===== config.mk =====
export PLATFORM = sky130hd
export DESIGN_NAME = ssc_serial_switch
export DESIGN_NICKNAME = d
export VERILOG_FILES = /design/src/logic/ssc_pkg.sv /design/src/logic/ssc_serial_switch.sv
export SDC_FILE = /design/constraint.sdc
export NUM_CORES = 1
export LEC_CHECK = 0
export BUFFER_PORTS_ARGS = -buffer_cell sky130_fd_sc_hd__buf_2
export CORE_ASPECT_RATIO = 1.25
export CORE_MARGIN = 2
export CORE_UTILIZATION = 33
export DETAILED_ROUTE_END_ITERATION = 8
export GPL_TIMING_DRIVEN = 0
export HOLD_SLACK_MARGIN = 0.03
export PLACE_DENSITY = 0.49
export SYNTH_ARGS = -nofsm -noshare
export SYNTH_HDL_FRONTEND = slang
export SYNTH_SLANG_ARGS = --single-unit

===== constraint.sdc =====
create_clock -name sys_clk -period 2.77 [get_ports sys_clk]
set_input_delay 0.554 -clock sys_clk [delete_from_list [all_inputs] [get_ports sys_clk]]
set_output_delay 0.554 -clock sys_clk [all_outputs]
set_load 0.005 [all_outputs]

===== src/logic/ssc_pkg.sv =====
// Package for the serial switch control block
package ssc_pkg;
    localparam int FRAME_BITS = 24;
    localparam int OUT_COUNT = 16;
    localparam int CMD_HI = 23;
    localparam int CMD_LO = 18;
    localparam int OV_RETRY_BIT = 16;
    localparam int STAT_ANY_POS = 23;
    localparam int STAT_OV_POS = 22;
    localparam logic [5:0] CMD_ON_OFF = 6'h00;
    localparam logic [5:0] CMD_GLOBAL_PWM = 6'h04;
    localparam logic [5:0] CMD_SHUTDOWN_RETRY = 6'h07;
    localparam int CLK_MHZ = 50;
    localparam int OV_QUAL_US = 50;
    localparam int OV_QUAL_CYCLES = OV_QUAL_US * CLK_MHZ;
    localparam logic [15:0] DIRECT_MASK = 16'hc3c3;
    localparam logic [23:0] FRAME_RESET = 24'h000000;
    localparam logic [15:0] OUT_RESET = 16'h0000;

    typedef struct packed {
        logic selectN;
        logic clk;
        logic data;
    } ssc_link_t;

    typedef enum logic [2:0] {
        ST_IDLE = 3'b001,
        ST_SHIFT = 3'b010,
        ST_APPLY = 3'b100
    } ssc_state_t;
endpackage


===== src/logic/ssc_serial_switch.sv =====
// Serial control and fault reporting of a sixteen channel low side switch
`timescale 1ns/1ns
module ssc_serial_switch #(
    parameter int OV_QUAL = ssc_pkg::OV_QUAL_CYCLES
) (
    // Clock and reset
    input wire logic sys_clk,
    input wire logic reset,
    // Serial link pins
    input wire logic spiSelectN,
    input wire logic spiClk,
    input wire logic spiIn,
    output logic spiOut,
    output logic spiOutEnN,
    // Supplies and clear
    input wire logic clearN,
    input wire logic serial_out_supply_ok,
    input wire logic load_battery_supply_over,
    // Modulation inputs
    input wire logic [7:0] direct_modulation_inputs,
    input wire logic globalModulation,
    // Filtered per output faults
    input wire logic [15:0] outputFaults,
    // Switch controls
    output logic [15:0] low_side_switch_outputs,
    // Received frames
    output logic [23:0] frameData,
    output logic frameValid,
    input wire logic frameReady
);
    initial begin
        if (OV_QUAL < 1) $error("OV_QUAL must be positive");
        if (ssc_pkg::FRAME_BITS != 24) $error("frame width must be 24 bits");
    end

    // Synchronisers
    logic [1:0] syncSel;
    logic [1:0] syncClk;
    logic [1:0] syncIn;
    logic [1:0] syncClr;
    logic [1:0] syncSup;
    logic [1:0] syncOv;
    logic [1:0] syncGlob;
    logic [7:0] syncDirA;
    logic [7:0] syncDirB;
    logic [1:0] next_syncSel;
    logic [1:0] next_syncClk;
    logic [1:0] next_syncIn;
    logic [1:0] next_syncClr;
    logic [1:0] next_syncSup;
    logic [1:0] next_syncOv;
    logic [1:0] next_syncGlob;
    logic [7:0] next_syncDirA;
    logic [7:0] next_syncDirB;
    logic selD;
    logic clkD;
    logic next_selD;
    logic next_clkD;
    always_comb begin
        next_syncSel = {syncSel[0], spiSelectN};
        next_syncClk = {syncClk[0], spiClk};
        next_syncIn = {syncIn[0], spiIn};
        next_syncClr = {syncClr[0], clearN};
        next_syncSup = {syncSup[0], serial_out_supply_ok};
        next_syncOv = {syncOv[0], load_battery_supply_over};
        next_syncGlob = {syncGlob[0], globalModulation};
        next_syncDirA = direct_modulation_inputs;
        next_syncDirB = syncDirA;
        next_selD = syncSel[1];
        next_clkD = syncClk[1];
    end
    always_ff @(posedge sys_clk) begin
        syncSel <= next_syncSel;
        syncClk <= next_syncClk;
        syncIn <= next_syncIn;
        syncClr <= next_syncClr;
        syncSup <= next_syncSup;
        syncOv <= next_syncOv;
        syncGlob <= next_syncGlob;
        syncDirA <= next_syncDirA;
        syncDirB <= next_syncDirB;
        selD <= next_selD;
        clkD <= next_clkD;
    end

    logic sel;
    logic selFall;
    logic selRise;
    logic clkFall;
    logic clkRise;
    logic softReset;
    always_comb begin
        sel = ~syncSel[1];
        selFall = selD & ~syncSel[1];
        selRise = ~selD & syncSel[1];
        clkFall = clkD & ~syncClk[1] & sel;
        clkRise = ~clkD & syncClk[1] & sel;
        softReset = reset | ~syncClr[1] | ~syncSup[1];
    end

    // Overvoltage qualification
    logic [31:0] ovCount;
    logic [31:0] next_ovCount;
    logic ovShut;
    logic next_ovShut;
    logic ovLatched;
    logic next_ovLatched;
    logic ovRetry;
    logic next_ovRetry;
    always_comb begin
        next_ovCount = ovCount;
        next_ovShut = ovShut;
        next_ovLatched = ovLatched;
        if (syncOv[1]) begin
            if (ovCount < 32'(OV_QUAL)) begin
                next_ovCount = ovCount + 32'h1;
            end else begin
                next_ovShut = 1'b1;
                next_ovLatched = 1'b1;
            end
        end else begin
            next_ovCount = 32'h0;
            next_ovShut = ovShut & ~ovRetry;
        end
        if (selFall && !syncOv[1]) begin
            next_ovLatched = 1'b0;
        end
    end

    // Shifting and framing
    ssc_pkg::ssc_state_t state, next_state;
    logic [23:0] shiftIn;
    logic [23:0] next_shiftIn;
    logic outBit;
    logic next_outBit;
    logic outEnN;
    logic next_outEnN;
    logic [15:0] onOff;
    logic [15:0] next_onOff;
    logic [15:0] pwmSel;
    logic [15:0] next_pwmSel;
    logic [15:0] drive;
    logic [15:0] next_drive;
    logic [23:0] status;
    always_comb begin
        status = {ovLatched | (|outputFaults), ovLatched, 6'h00, outputFaults};
    end

    // Two entry frame buffer
    logic [23:0] bufMem [2];
    logic [23:0] next_buf0;
    logic [23:0] next_buf1;
    logic [1:0] bufCount;
    logic [1:0] next_bufCount;
    logic bufValid;
    logic next_bufValid;
    logic pushReq;
    logic pushOk;
    logic popOk;
    always_comb begin
        next_state = state;
        next_shiftIn = shiftIn;
        next_outBit = outBit;
        next_outEnN = ~sel;
        next_onOff = onOff;
        next_pwmSel = pwmSel;
        next_ovRetry = ovRetry;
        pushReq = 1'b0;
        case (state)
            ssc_pkg::ST_IDLE: begin
                if (selFall) begin
                    next_shiftIn = status;
                    next_outBit = status[23];
                    next_state = ssc_pkg::ST_SHIFT;
                end
            end
            ssc_pkg::ST_SHIFT: begin
                if (clkFall) begin
                    next_shiftIn = {shiftIn[22:0], syncIn[1]};
                end
                if (clkRise) begin
                    next_outBit = shiftIn[22];
                end
                if (selRise) begin
                    next_state = ssc_pkg::ST_APPLY;
                end
            end
            default: begin
                pushReq = 1'b1;
                next_state = ssc_pkg::ST_IDLE;
                case (shiftIn[ssc_pkg::CMD_HI:ssc_pkg::CMD_LO])
                    ssc_pkg::CMD_ON_OFF: next_onOff = shiftIn[15:0];
                    ssc_pkg::CMD_GLOBAL_PWM: next_pwmSel = shiftIn[15:0];
                    ssc_pkg::CMD_SHUTDOWN_RETRY: next_ovRetry = shiftIn[ssc_pkg::OV_RETRY_BIT];
                    default: next_onOff = onOff;
                endcase
            end
        endcase
    end

    always_comb begin
        pushOk = pushReq & (bufCount != 2'h2);
        popOk = (bufCount != 2'h0) & frameReady;
        next_buf0 = bufMem[0];
        next_buf1 = bufMem[1];
        next_bufCount = bufCount;
        if (popOk) begin
            next_buf0 = bufMem[1];
            next_bufCount = next_bufCount - 2'h1;
        end
        if (pushOk) begin
            if (next_bufCount == 2'h0) begin
                next_buf0 = shiftIn;
            end else begin
                next_buf1 = shiftIn;
            end
            next_bufCount = next_bufCount + 2'h1;
        end
        next_bufValid = (next_bufCount != 2'h0);
    end

    // Output drive
    logic [15:0] direct;
    always_comb begin
        direct = {syncDirB[7:6], 4'h0, syncDirB[5:2], 4'h0, syncDirB[1:0]};
        next_drive = (onOff & ~ssc_pkg::DIRECT_MASK) | (direct & onOff & ssc_pkg::DIRECT_MASK);
        next_drive = next_drive & (~pwmSel | {16{syncGlob[1]}});
        if (ovShut) begin
            next_drive = ssc_pkg::OUT_RESET;
        end
    end

    always_ff @(posedge sys_clk) begin
        if (softReset) begin
            state <= ssc_pkg::ST_IDLE;
            shiftIn <= ssc_pkg::FRAME_RESET;
            outBit <= 1'b0;
            outEnN <= 1'b1;
            onOff <= ssc_pkg::OUT_RESET;
            pwmSel <= ssc_pkg::OUT_RESET;
            drive <= ssc_pkg::OUT_RESET;
            ovRetry <= 1'b0;
            ovCount <= 32'h0;
            ovShut <= 1'b0;
            ovLatched <= 1'b0;
            bufCount <= 2'h0;
            bufValid <= 1'b0;
            bufMem[0] <= ssc_pkg::FRAME_RESET;
            bufMem[1] <= ssc_pkg::FRAME_RESET;
        end else begin
            state <= next_state;
            shiftIn <= next_shiftIn;
            outBit <= next_outBit;
            outEnN <= next_outEnN;
            onOff <= next_onOff;
            pwmSel <= next_pwmSel;
            drive <= next_drive;
            ovRetry <= next_ovRetry;
            ovCount <= next_ovCount;
            ovShut <= next_ovShut;
            ovLatched <= next_ovLatched;
            bufCount <= next_bufCount;
            bufValid <= next_bufValid;
            bufMem[0] <= next_buf0;
            bufMem[1] <= next_buf1;
        end
    end

    always_comb begin
        spiOut = outBit;
        spiOutEnN = outEnN;
        low_side_switch_outputs = drive;
        frameData = bufMem[0];
        frameValid = bufValid;
    end
endmodule


==> run summary, run 1 <==
For this block, the via count after detailed routing is 5,354. The worst setup path is launched from a register. The post-synthesis instance area is 0.00720 mm^2. The number of port buffers came out at 76. The final count of hold timing violations came out at 0. For the worst-skew pair, the clock arrives at the later sink with an insertion delay of 0.44 ns.

The part of the Yosys area used for sequential elements came out at 54.3%. The tightest slew margin relative to the limit came out at 47.6%. The largest clock skew in the final design is 0.0172 ns.

The buffers inserted during post-CTS setup optimization came out at 0. Synthesis inferred 195 register bits. The initial core utilization is 33.5%.

The die boundary width came out at 136 um. Counting instances, the worst hold path has a depth of 1. TritonCTS created 17 clock buffers. The arrival time of data at the critical path endpoint is 2.88 ns. The largest voltage drop on the vdd net came out at 0.415 mV. Leaving out fill and tap cells, the most frequent cell in the layout is dfxtp_1. The power density of the placed cells is 656 mW/mm^2. The required time of the worst setup path is 3.10 ns.

The net count after synthesis is 754. The first-iteration detailed-routing DRC count is 187. Setup violations remaining at the end of the flow were counted as 0. The post-detailed-route via-to-cell ratio is 4.85. The synthesis-to-finish area growth came out at 19.1%.

The path with the worst hold slack has its endpoint at next_syncDirB[4]. The first detailed-routing pass took 5 iterations. The count of unique library cells instantiated by Yosys came out at 48. The clock period could shrink to 2.54 ns. In this run the worst setup path begins at bufCount[0]. The row count came out at 60. The startpoint identified for the worst hold timing path is direct_modulation_inputs[4]. The buffer type at the clock tree root is clkbuf_16. The number of antenna violations at the first check in global routing came out at 0.

The peak clock frequency supported by timing came out at 393 MHz. The slowest stage cell on the critical path is dfxtp_1. The final routed wire length divided by cell count is 15.9 um. The all-layer global routing usage is 15.7%. The origin of the critical flop-to-flop path is bufCount[0]. The type of the worst setup path is reg -> reg. The remaining number of nets flagged by the antenna check after routing came out at 0. The die is 169 um tall. The most instantiated flip-flop cell in the synthesis netlist is dfxtp_1. Setup repair after global routing left no endpoint under its margin. The final worst-path cycle share is 91.8%.

The floorplan die area is 0.0230 mm^2. The floorplan core area came out at 0.0215 mm^2. The number of buffers on the longest clock path came out at 2. The maximum net fanout on the critical path came out at 10. The wire length of the first global-routing pass is 27,700 um.

Among cell families on the critical path, the largest total delay comes from buffers and inverters. The number of pins with negative max-slew slack in the final report came out at 0. The number of nets in the layout is 849.

STA classifies the critical path endpoint as a register. The total number of yosys warnings is 0. The synthesized netlist cell count came out at 716. The clock drives 195 sinks. For this run the aggregate overflow at the end of global routing stands at 0.

The biggest cell delay along the critical path came out at 0.31 ns. The non-filler instance count after layout is 1,103. In this run the count of I/O pins placed on the die edge is 77. The actual transition at the worst max-transition pin is 0.778 ns. In this run the worst hold path is classified as in -> reg. The fraction of layout instances using a drive strength above 1 came out at 19.5%.

Walking the worst path, the cells encountered are inv_1, ha_1, nand2b_1, buf_2, xnor2_2, ha_1, inv_1, or2_1, buf_2, buf_2, a211oi_1. Entering global routing, the biggest net connects 21 pins. The number of placed instances, taps included, is 1,071.

The critical register-to-register path endpoint is bufMem[0][22]. The via count of the first global-routing pass was 5,234. TritonCTS built the clock tree. The number of buffers and inverters on the critical path is 5. Detailed placement ended at an HPWL of 12,800 um. Leaving out fill and tap cells, the most frequent cells in the layout are dfxtp_1 (195), nor2_1 (104), buf_2 (88). The most frequent cell on the critical path is buf_2. The async set-or-reset flop fraction in the synthesized netlist is 0%. The last weighted congestion value of the routability-driven placer came out at 0.796.

The worst hold slack came out at 0.204 ns. The length in cells of the worst reg-to-reg path is 11. The total wire length came out at 17,600 um. The number of levels in the clock H-tree came out at 4. The leakage power summed over all cells came out at 3.57 nW. The run finished with clean final reports. After clock tree synthesis, the clock-pin slew on the worst setup and hold paths is 0.08 ns.

In the routed design, unresolved DRC markers number 0. The repair_antennas step left the layout with diodes totalling 0. The max-capacitance violation count is 0. For the final routed database, the setup TNS stands at 0 ns. The number of enable flip-flop cells after synthesis is 0.

The average footprint of a synthesized cell came out at 10.0 um^2. The setup slack on the worst flop-to-flop path came out at 0.23 ns.
==> per-stage QoR <==
| step | util (%) | setup WS, ns | power (mW) | cell area [um^2] |
|---|---|---|---|---|
| 6_report | 39.9 | 0.226 | 5.62 | 8570 |
| 5_1_grt | 39.9 | 0.0357 | 5.82 | 8570 |
| 4_1_cts | 39.9 | 0.102 | 5.70 | 8560 |
| 3_5_place_dp | 36.9 | 0.122 | 3.10 | 7930 |
| 3_3_place_gp | 36.9 | 0.258 | 3.09 | 7930 |
| 2_1_floorplan | - | 0.575 | 3.01 | 7200 |
==> registers in the layout (all words and copies together), names as in the netlist, 2 cells and up <==
signal,flops
bufCount,2
bufMem,48
low_side_switch_outputs,16
next_syncDirB,8
onOff,16
ovCount,32
pwmSel,16
shiftIn,24
state,3
syncClk,2
syncClr,2
syncDirB,8
syncGlob,2
syncIn,2
syncOv,2
syncSel,2
syncSup,2
==> where the power goes <==
part           switching, mW  internal (mW)
clock                   1.20           1.40
combinational          0.108         0.0621
sequential            0.0258           2.84
total                   1.33           4.29
==> final cells by class <==
class | instances | area, um^2
fill | 2143 | 12900
multi-input combinational | 441 | 2880
inverter | 13 | 48.8
timing repair buffer | 76 | 380
clock buffer | 18 | 429
clock inverter | 14 | 206
sequential | 195 | 3900
buffer | 67 | 368
tap | 279 | 349
==> layer usage <==
layer	track usage [%]	part of all wire, %
met5	0	0
met1	18.9	44
met2	27.4	51
met3	3.47	3.5
met4	5.30	1.8
==> what timing repair did <==
item                       4_1_cts  5_1_grt
setup endpoints to repair        0       11
hold buffers                     0        0
gates resized for setup          0        1
==> cell usage after synthesis, types with 8 or more instances <==
| library cell | number | area (um^2) |
|---|---|---|
| dfxtp_1 | 195 | 3900 |
| nor2_1 | 104 | 390 |
| mux2i_1 | 83 | 831 |
| nand2_1 | 46 | 173 |
| a211oi_1 | 41 | 308 |
| and3_1 | 31 | 194 |
| clkbuf_1 | 28 | 105 |
| buf_4 | 27 | 203 |
| a21oi_1 | 23 | 115 |
| nand2b_1 | 15 | 93.8 |
| inv_1 | 13 | 48.8 |
| buf_2 | 12 | 60.1 |
| nor4_1 | 8 | 50.1 |
| o2111a_1 | 8 | 90.1 |
| o21ai_0 | 8 | 40.0 |
| xnor2_1 | 8 | 70.1 |
==> worst max-delay path by stage <==
stage                    end  slack (ns)  cells after the start
3_3_place_gp   bufMem[0][12]        0.26                     10
4_1_cts        bufMem[0][17]        0.10                     11
5_1_grt        bufMem[0][17]        0.04                     12
2_1_floorplan  bufMem[0][10]        0.58                     11
3_5_place_dp   bufMem[0][17]        0.12                     10
6_report       bufMem[0][22]        0.23                     11
==> cell families (layout without fill, tap and decap cells) <==
kind of cell / count (synthesis) / in the layout / share of synthesized area [%]
mux: 83 / 83 / 11.5
xor+xnor: 8 / 8 / 0.974
fa+ha+maj: 4 / 4 / 0.696
buf+inv: 80 / 188 / 5.79
flops: 195 / 195 / 54.3
simple gates: 243 / 243 / 16.5
compound gates: 103 / 103 / 10.3
No activity file was read; power rests on OpenSTA's default activity.
==> run 2: changes to the inputs <==
--- a/config.mk
+++ b/config.mk
@@ -6,13 +6,15 @@
 export NUM_CORES = 1
 export LEC_CHECK = 0
 export BUFFER_PORTS_ARGS = -buffer_cell sky130_fd_sc_hd__buf_2
+export CELL_PAD_IN_SITES_DETAIL_PLACEMENT = 0
+export CELL_PAD_IN_SITES_GLOBAL_PLACEMENT = 1
 export CORE_ASPECT_RATIO = 1.25
 export CORE_MARGIN = 2
 export CORE_UTILIZATION = 33
 export DETAILED_ROUTE_END_ITERATION = 8
 export GPL_TIMING_DRIVEN = 0
 export HOLD_SLACK_MARGIN = 0.03
-export PLACE_DENSITY = 0.49
+export PLACE_DENSITY = 0.59
 export SYNTH_ARGS = -nofsm -noshare
 export SYNTH_HDL_FRONTEND = slang
 export SYNTH_SLANG_ARGS = --single-unit
==> run summary, run 2 (same netlist as run 1, synthesis figures left out) <==
The run finished with clean final reports. The first-iteration detailed-routing DRC count came out at 333 (+78%). The peak clock frequency supported by timing was 392 MHz (-0.22%).

The number of nets in the layout was 849 (unchanged). The setup slack on the worst flop-to-flop path is 0.22 ns (about the same). The required time of the worst setup path is 3.10 ns (about the same).

The row count was 60 (unchanged). The arrival time of data at the critical path endpoint is 2.88 ns (about the same). The actual transition at the worst max-transition pin is 0.838 ns (+0.0601 ns). STA classifies the critical path endpoint as a register. Traced cell by cell, the critical path runs through inv_1, ha_1, nand2b_1, buf_2, nor2_1, a21oi_1, ha_1, inv_1, or2_1, buf_2, buf_2, a211oi_1. The biggest cell delay along the critical path is 0.30 ns (about the same). The height of the die is 169 um (unchanged). The wire length of the first global-routing pass came out at 28,300 um (+1.9%).

Setup repair after global routing left no endpoint under its margin. The floorplan die area is 0.0230 mm^2 (unchanged). The slowest stage cell on the critical path is dfxtp_1.

In this run the most critical hold path is launched from direct_modulation_inputs[3]. The worst setup path is launched from a register. The critical register-to-register path endpoint is bufMem[0][18]. The final-layout fill cell count was 2,178 (+1.6%).

The internal power component is 4.19 mW (-2.5%). The final count of hold timing violations was 0 (unchanged). The largest registers in the layout are bufMem (48), ovCount (32), shiftIn (24). The number of cells on the worst hold path came out at 1 (unchanged). The length of the first detailed-routing pass in iterations was 8 (+3). The largest clock skew in the final design was 0.0136 ns (-0.00361 ns). The number of buffers on the longest clock path is 2 (unchanged). The number of hold buffers added after CTS came out at 0 (unchanged). The maximum net fanout on the critical path is 10 (unchanged). The fraction of layout instances using a drive strength above 1 came out at 19.7% (+0.12 points). The number of port buffers came out at 76 (unchanged). The number of buffers and inverters on the critical path came to 5 (unchanged). The number of flip-flops in the largest register is 48 (unchanged). The clock share of power came out at 44.8% (-1.3 points). The net switching power is 1.31 mW (-1.6%).

The maximum number of pins on one net before global-route repair was 20 (-4.8%). The last weighted congestion value of the routability-driven placer is 0.814 (+2.2%). The max-capacitance violation count is 0 (unchanged). The leakage power summed over all cells came to 3.55 nW (-0.59%). In this design, the largest share of critical-path delay is due to buffers and inverters. The total setup violations reported at the end of the flow came out at 0 (unchanged). The number of levels in the clock H-tree came out at 4 (unchanged). More flip-flops sit in one register than any other, and that register is bufMem. The clock slew at the register clock pins of the worst setup and hold paths is 0.07 ns (about the same). The minimum clock period after layout is 2.55 ns (+0.00549 ns). The number of pins with negative max-slew slack in the final report came out at 0 (unchanged). The total power of the final layout was 5.49 mW (-2.3%).

The total DRC errors in the routed layout came out at 0 (unchanged). The later-pin clock latency in the skew report came out at 0.44 ns (about the same). The boundary pin count came out at 77 (unchanged).

The post-detailed-route via-to-cell ratio came to 4.83 (-0.58%). The TritonCTS clock tree is done. The length in cells of the worst reg-to-reg path was 12 (+1).

The core utilization of the finished layout is 39.7% (-0.19 points). The most frequent cell on the critical path is buf_2. The clock buffer count from CTS came out at 17 (unchanged). The final routed wire length divided by cell count came out at 16.3 um (+2.0%). The detailed-route via count came out at 5,323 (-0.58%). The floorplan core area came out at 0.0215 mm^2 (unchanged). The library cell used most frequently in the layout, excluding fill and tap cells, is dfxtp_1.

The leftover overflow at the end of global routing was 0 (unchanged). The all-layer global routing usage came out at 16.0% (+0.35 points). The half-perimeter wire length after detailed placement is 13,000 um (+1.7%). The combinational cell fraction of total power was 3.1% (about the same). The final total negative setup slack is 0 ns (unchanged). The power density of the placed cells is 644 mW/mm^2 (-1.9%). The number of antenna violations at the first check in global routing is 0 (unchanged). The total inserted antenna cells is 0 (unchanged).

The total wire length is 17,900 um (+2.0%). The buffer type at the clock tree root is clkbuf_16. The worst hold path belongs to the class in -> reg. The area growth from synthesis to layout is 18.5%.

The buffers inserted during post-CTS setup optimization came out at 0 (unchanged). The worst setup path is of the reg -> reg kind. The via count of the first global-routing pass came out at 5,169 (-1.2%). The initial core utilization is 33.5% (unchanged). The largest voltage drop on the vdd net is 0.422 mV (+1.5%). The number of gates resized after cts is 0 (unchanged). The remaining number of nets flagged by the antenna check after routing was 0 (unchanged). The worst hold path terminates at next_syncDirB[3]. The startpoint identified for the worst register-to-register timing path is bufCount[0]. The tightest slew margin relative to the limit was 43.6% (-4.0 points). The fraction of power spent switching nets was 23.8% (+0.17 points).

The clock net sink count came to 195 (unchanged). The die boundary width was 136 um (unchanged). The final worst-path cycle share came out at 92.0% (+0.20 points).

Leaving out fill and tap cells, the most frequent cells in the layout are dfxtp_1 (195), nor2_1 (104), buf_2 (88). The sequential fraction of design power came out at 52.1% (+1.2 points).
run 2: worst register-to-register path, delay by kind of cell, from the launching register on:
family / cells / cell delay (ns)
buffers and inverters: 5 / 0.89
AO/OA/AOI/OAI: 2 / 0.43
AND/OR/NAND/NOR: 3 / 0.42
adder cells (fa/ha/maj): 2 / 0.40
flip-flops: 1 / 0.30
run 2: worst max-delay path by stage:
stage / slack [ns] / end / depth (start not counted) / start
2_1_floorplan: 0.58 / bufMem[0][10] / 11 / bufCount[0]
3_3_place_gp: 0.24 / bufMem[0][21] / 10 / frameReady
3_5_place_dp: 0.12 / bufMem[0][18] / 10 / frameReady
4_1_cts: 0.1 / bufMem[0][18] / 11 / bufCount[0]
5_1_grt: 0.004 / bufMem[0][11] / 12 / bufCount[0]
6_report: 0.22 / bufMem[0][18] / 12 / bufCount[0]
run 2: final cells by class:
type | instances | area, um^2 | share of cell area, %
Tap cell | 279 | 349 | 4.09
Timing Repair Buffer | 76 | 380 | 4.46
Inverter | 13 | 48.8 | 0.572
Multi-Input combinational cell | 441 | 2880 | 33.8
Clock inverter | 15 | 169 | 1.98
Sequential cell | 195 | 3900 | 45.8
Buffer | 67 | 368 | 4.31
Clock buffer | 17 | 425 | 4.99
run 2: power by group through the flow:
stage,clock network [mW],registers (mW),logic [mW]
floorplan,0,2.91,0.0999
global placement,0,2.93,0.167
detailed placement,0,2.93,0.170
CTS,2.52,2.86,0.171
global route,2.65,2.87,0.188
finish,2.46,2.86,0.170
run 2: through the flow:
step	setup WS (ns)	cells	area [um^2]	hold WS, ns
after floorplan	0.575	716	7200	0.310
after CTS	0.0980	1103	8520	0.200
after detailed placement	0.120	1071	7930	0.314
after global placement	0.243	1071	7930	0.313
after global routing	0.00406	1103	8530	0.191
final	0.221	1103	8530	0.221
run 2: metal layers:
metal / share of wire (%) / GRT usage [%]
met5: 0 / 0
met4: 1.2 / 4.71
met3: 3.9 / 3.44
met2: 51 / 27.7
met1: 44 / 20.0
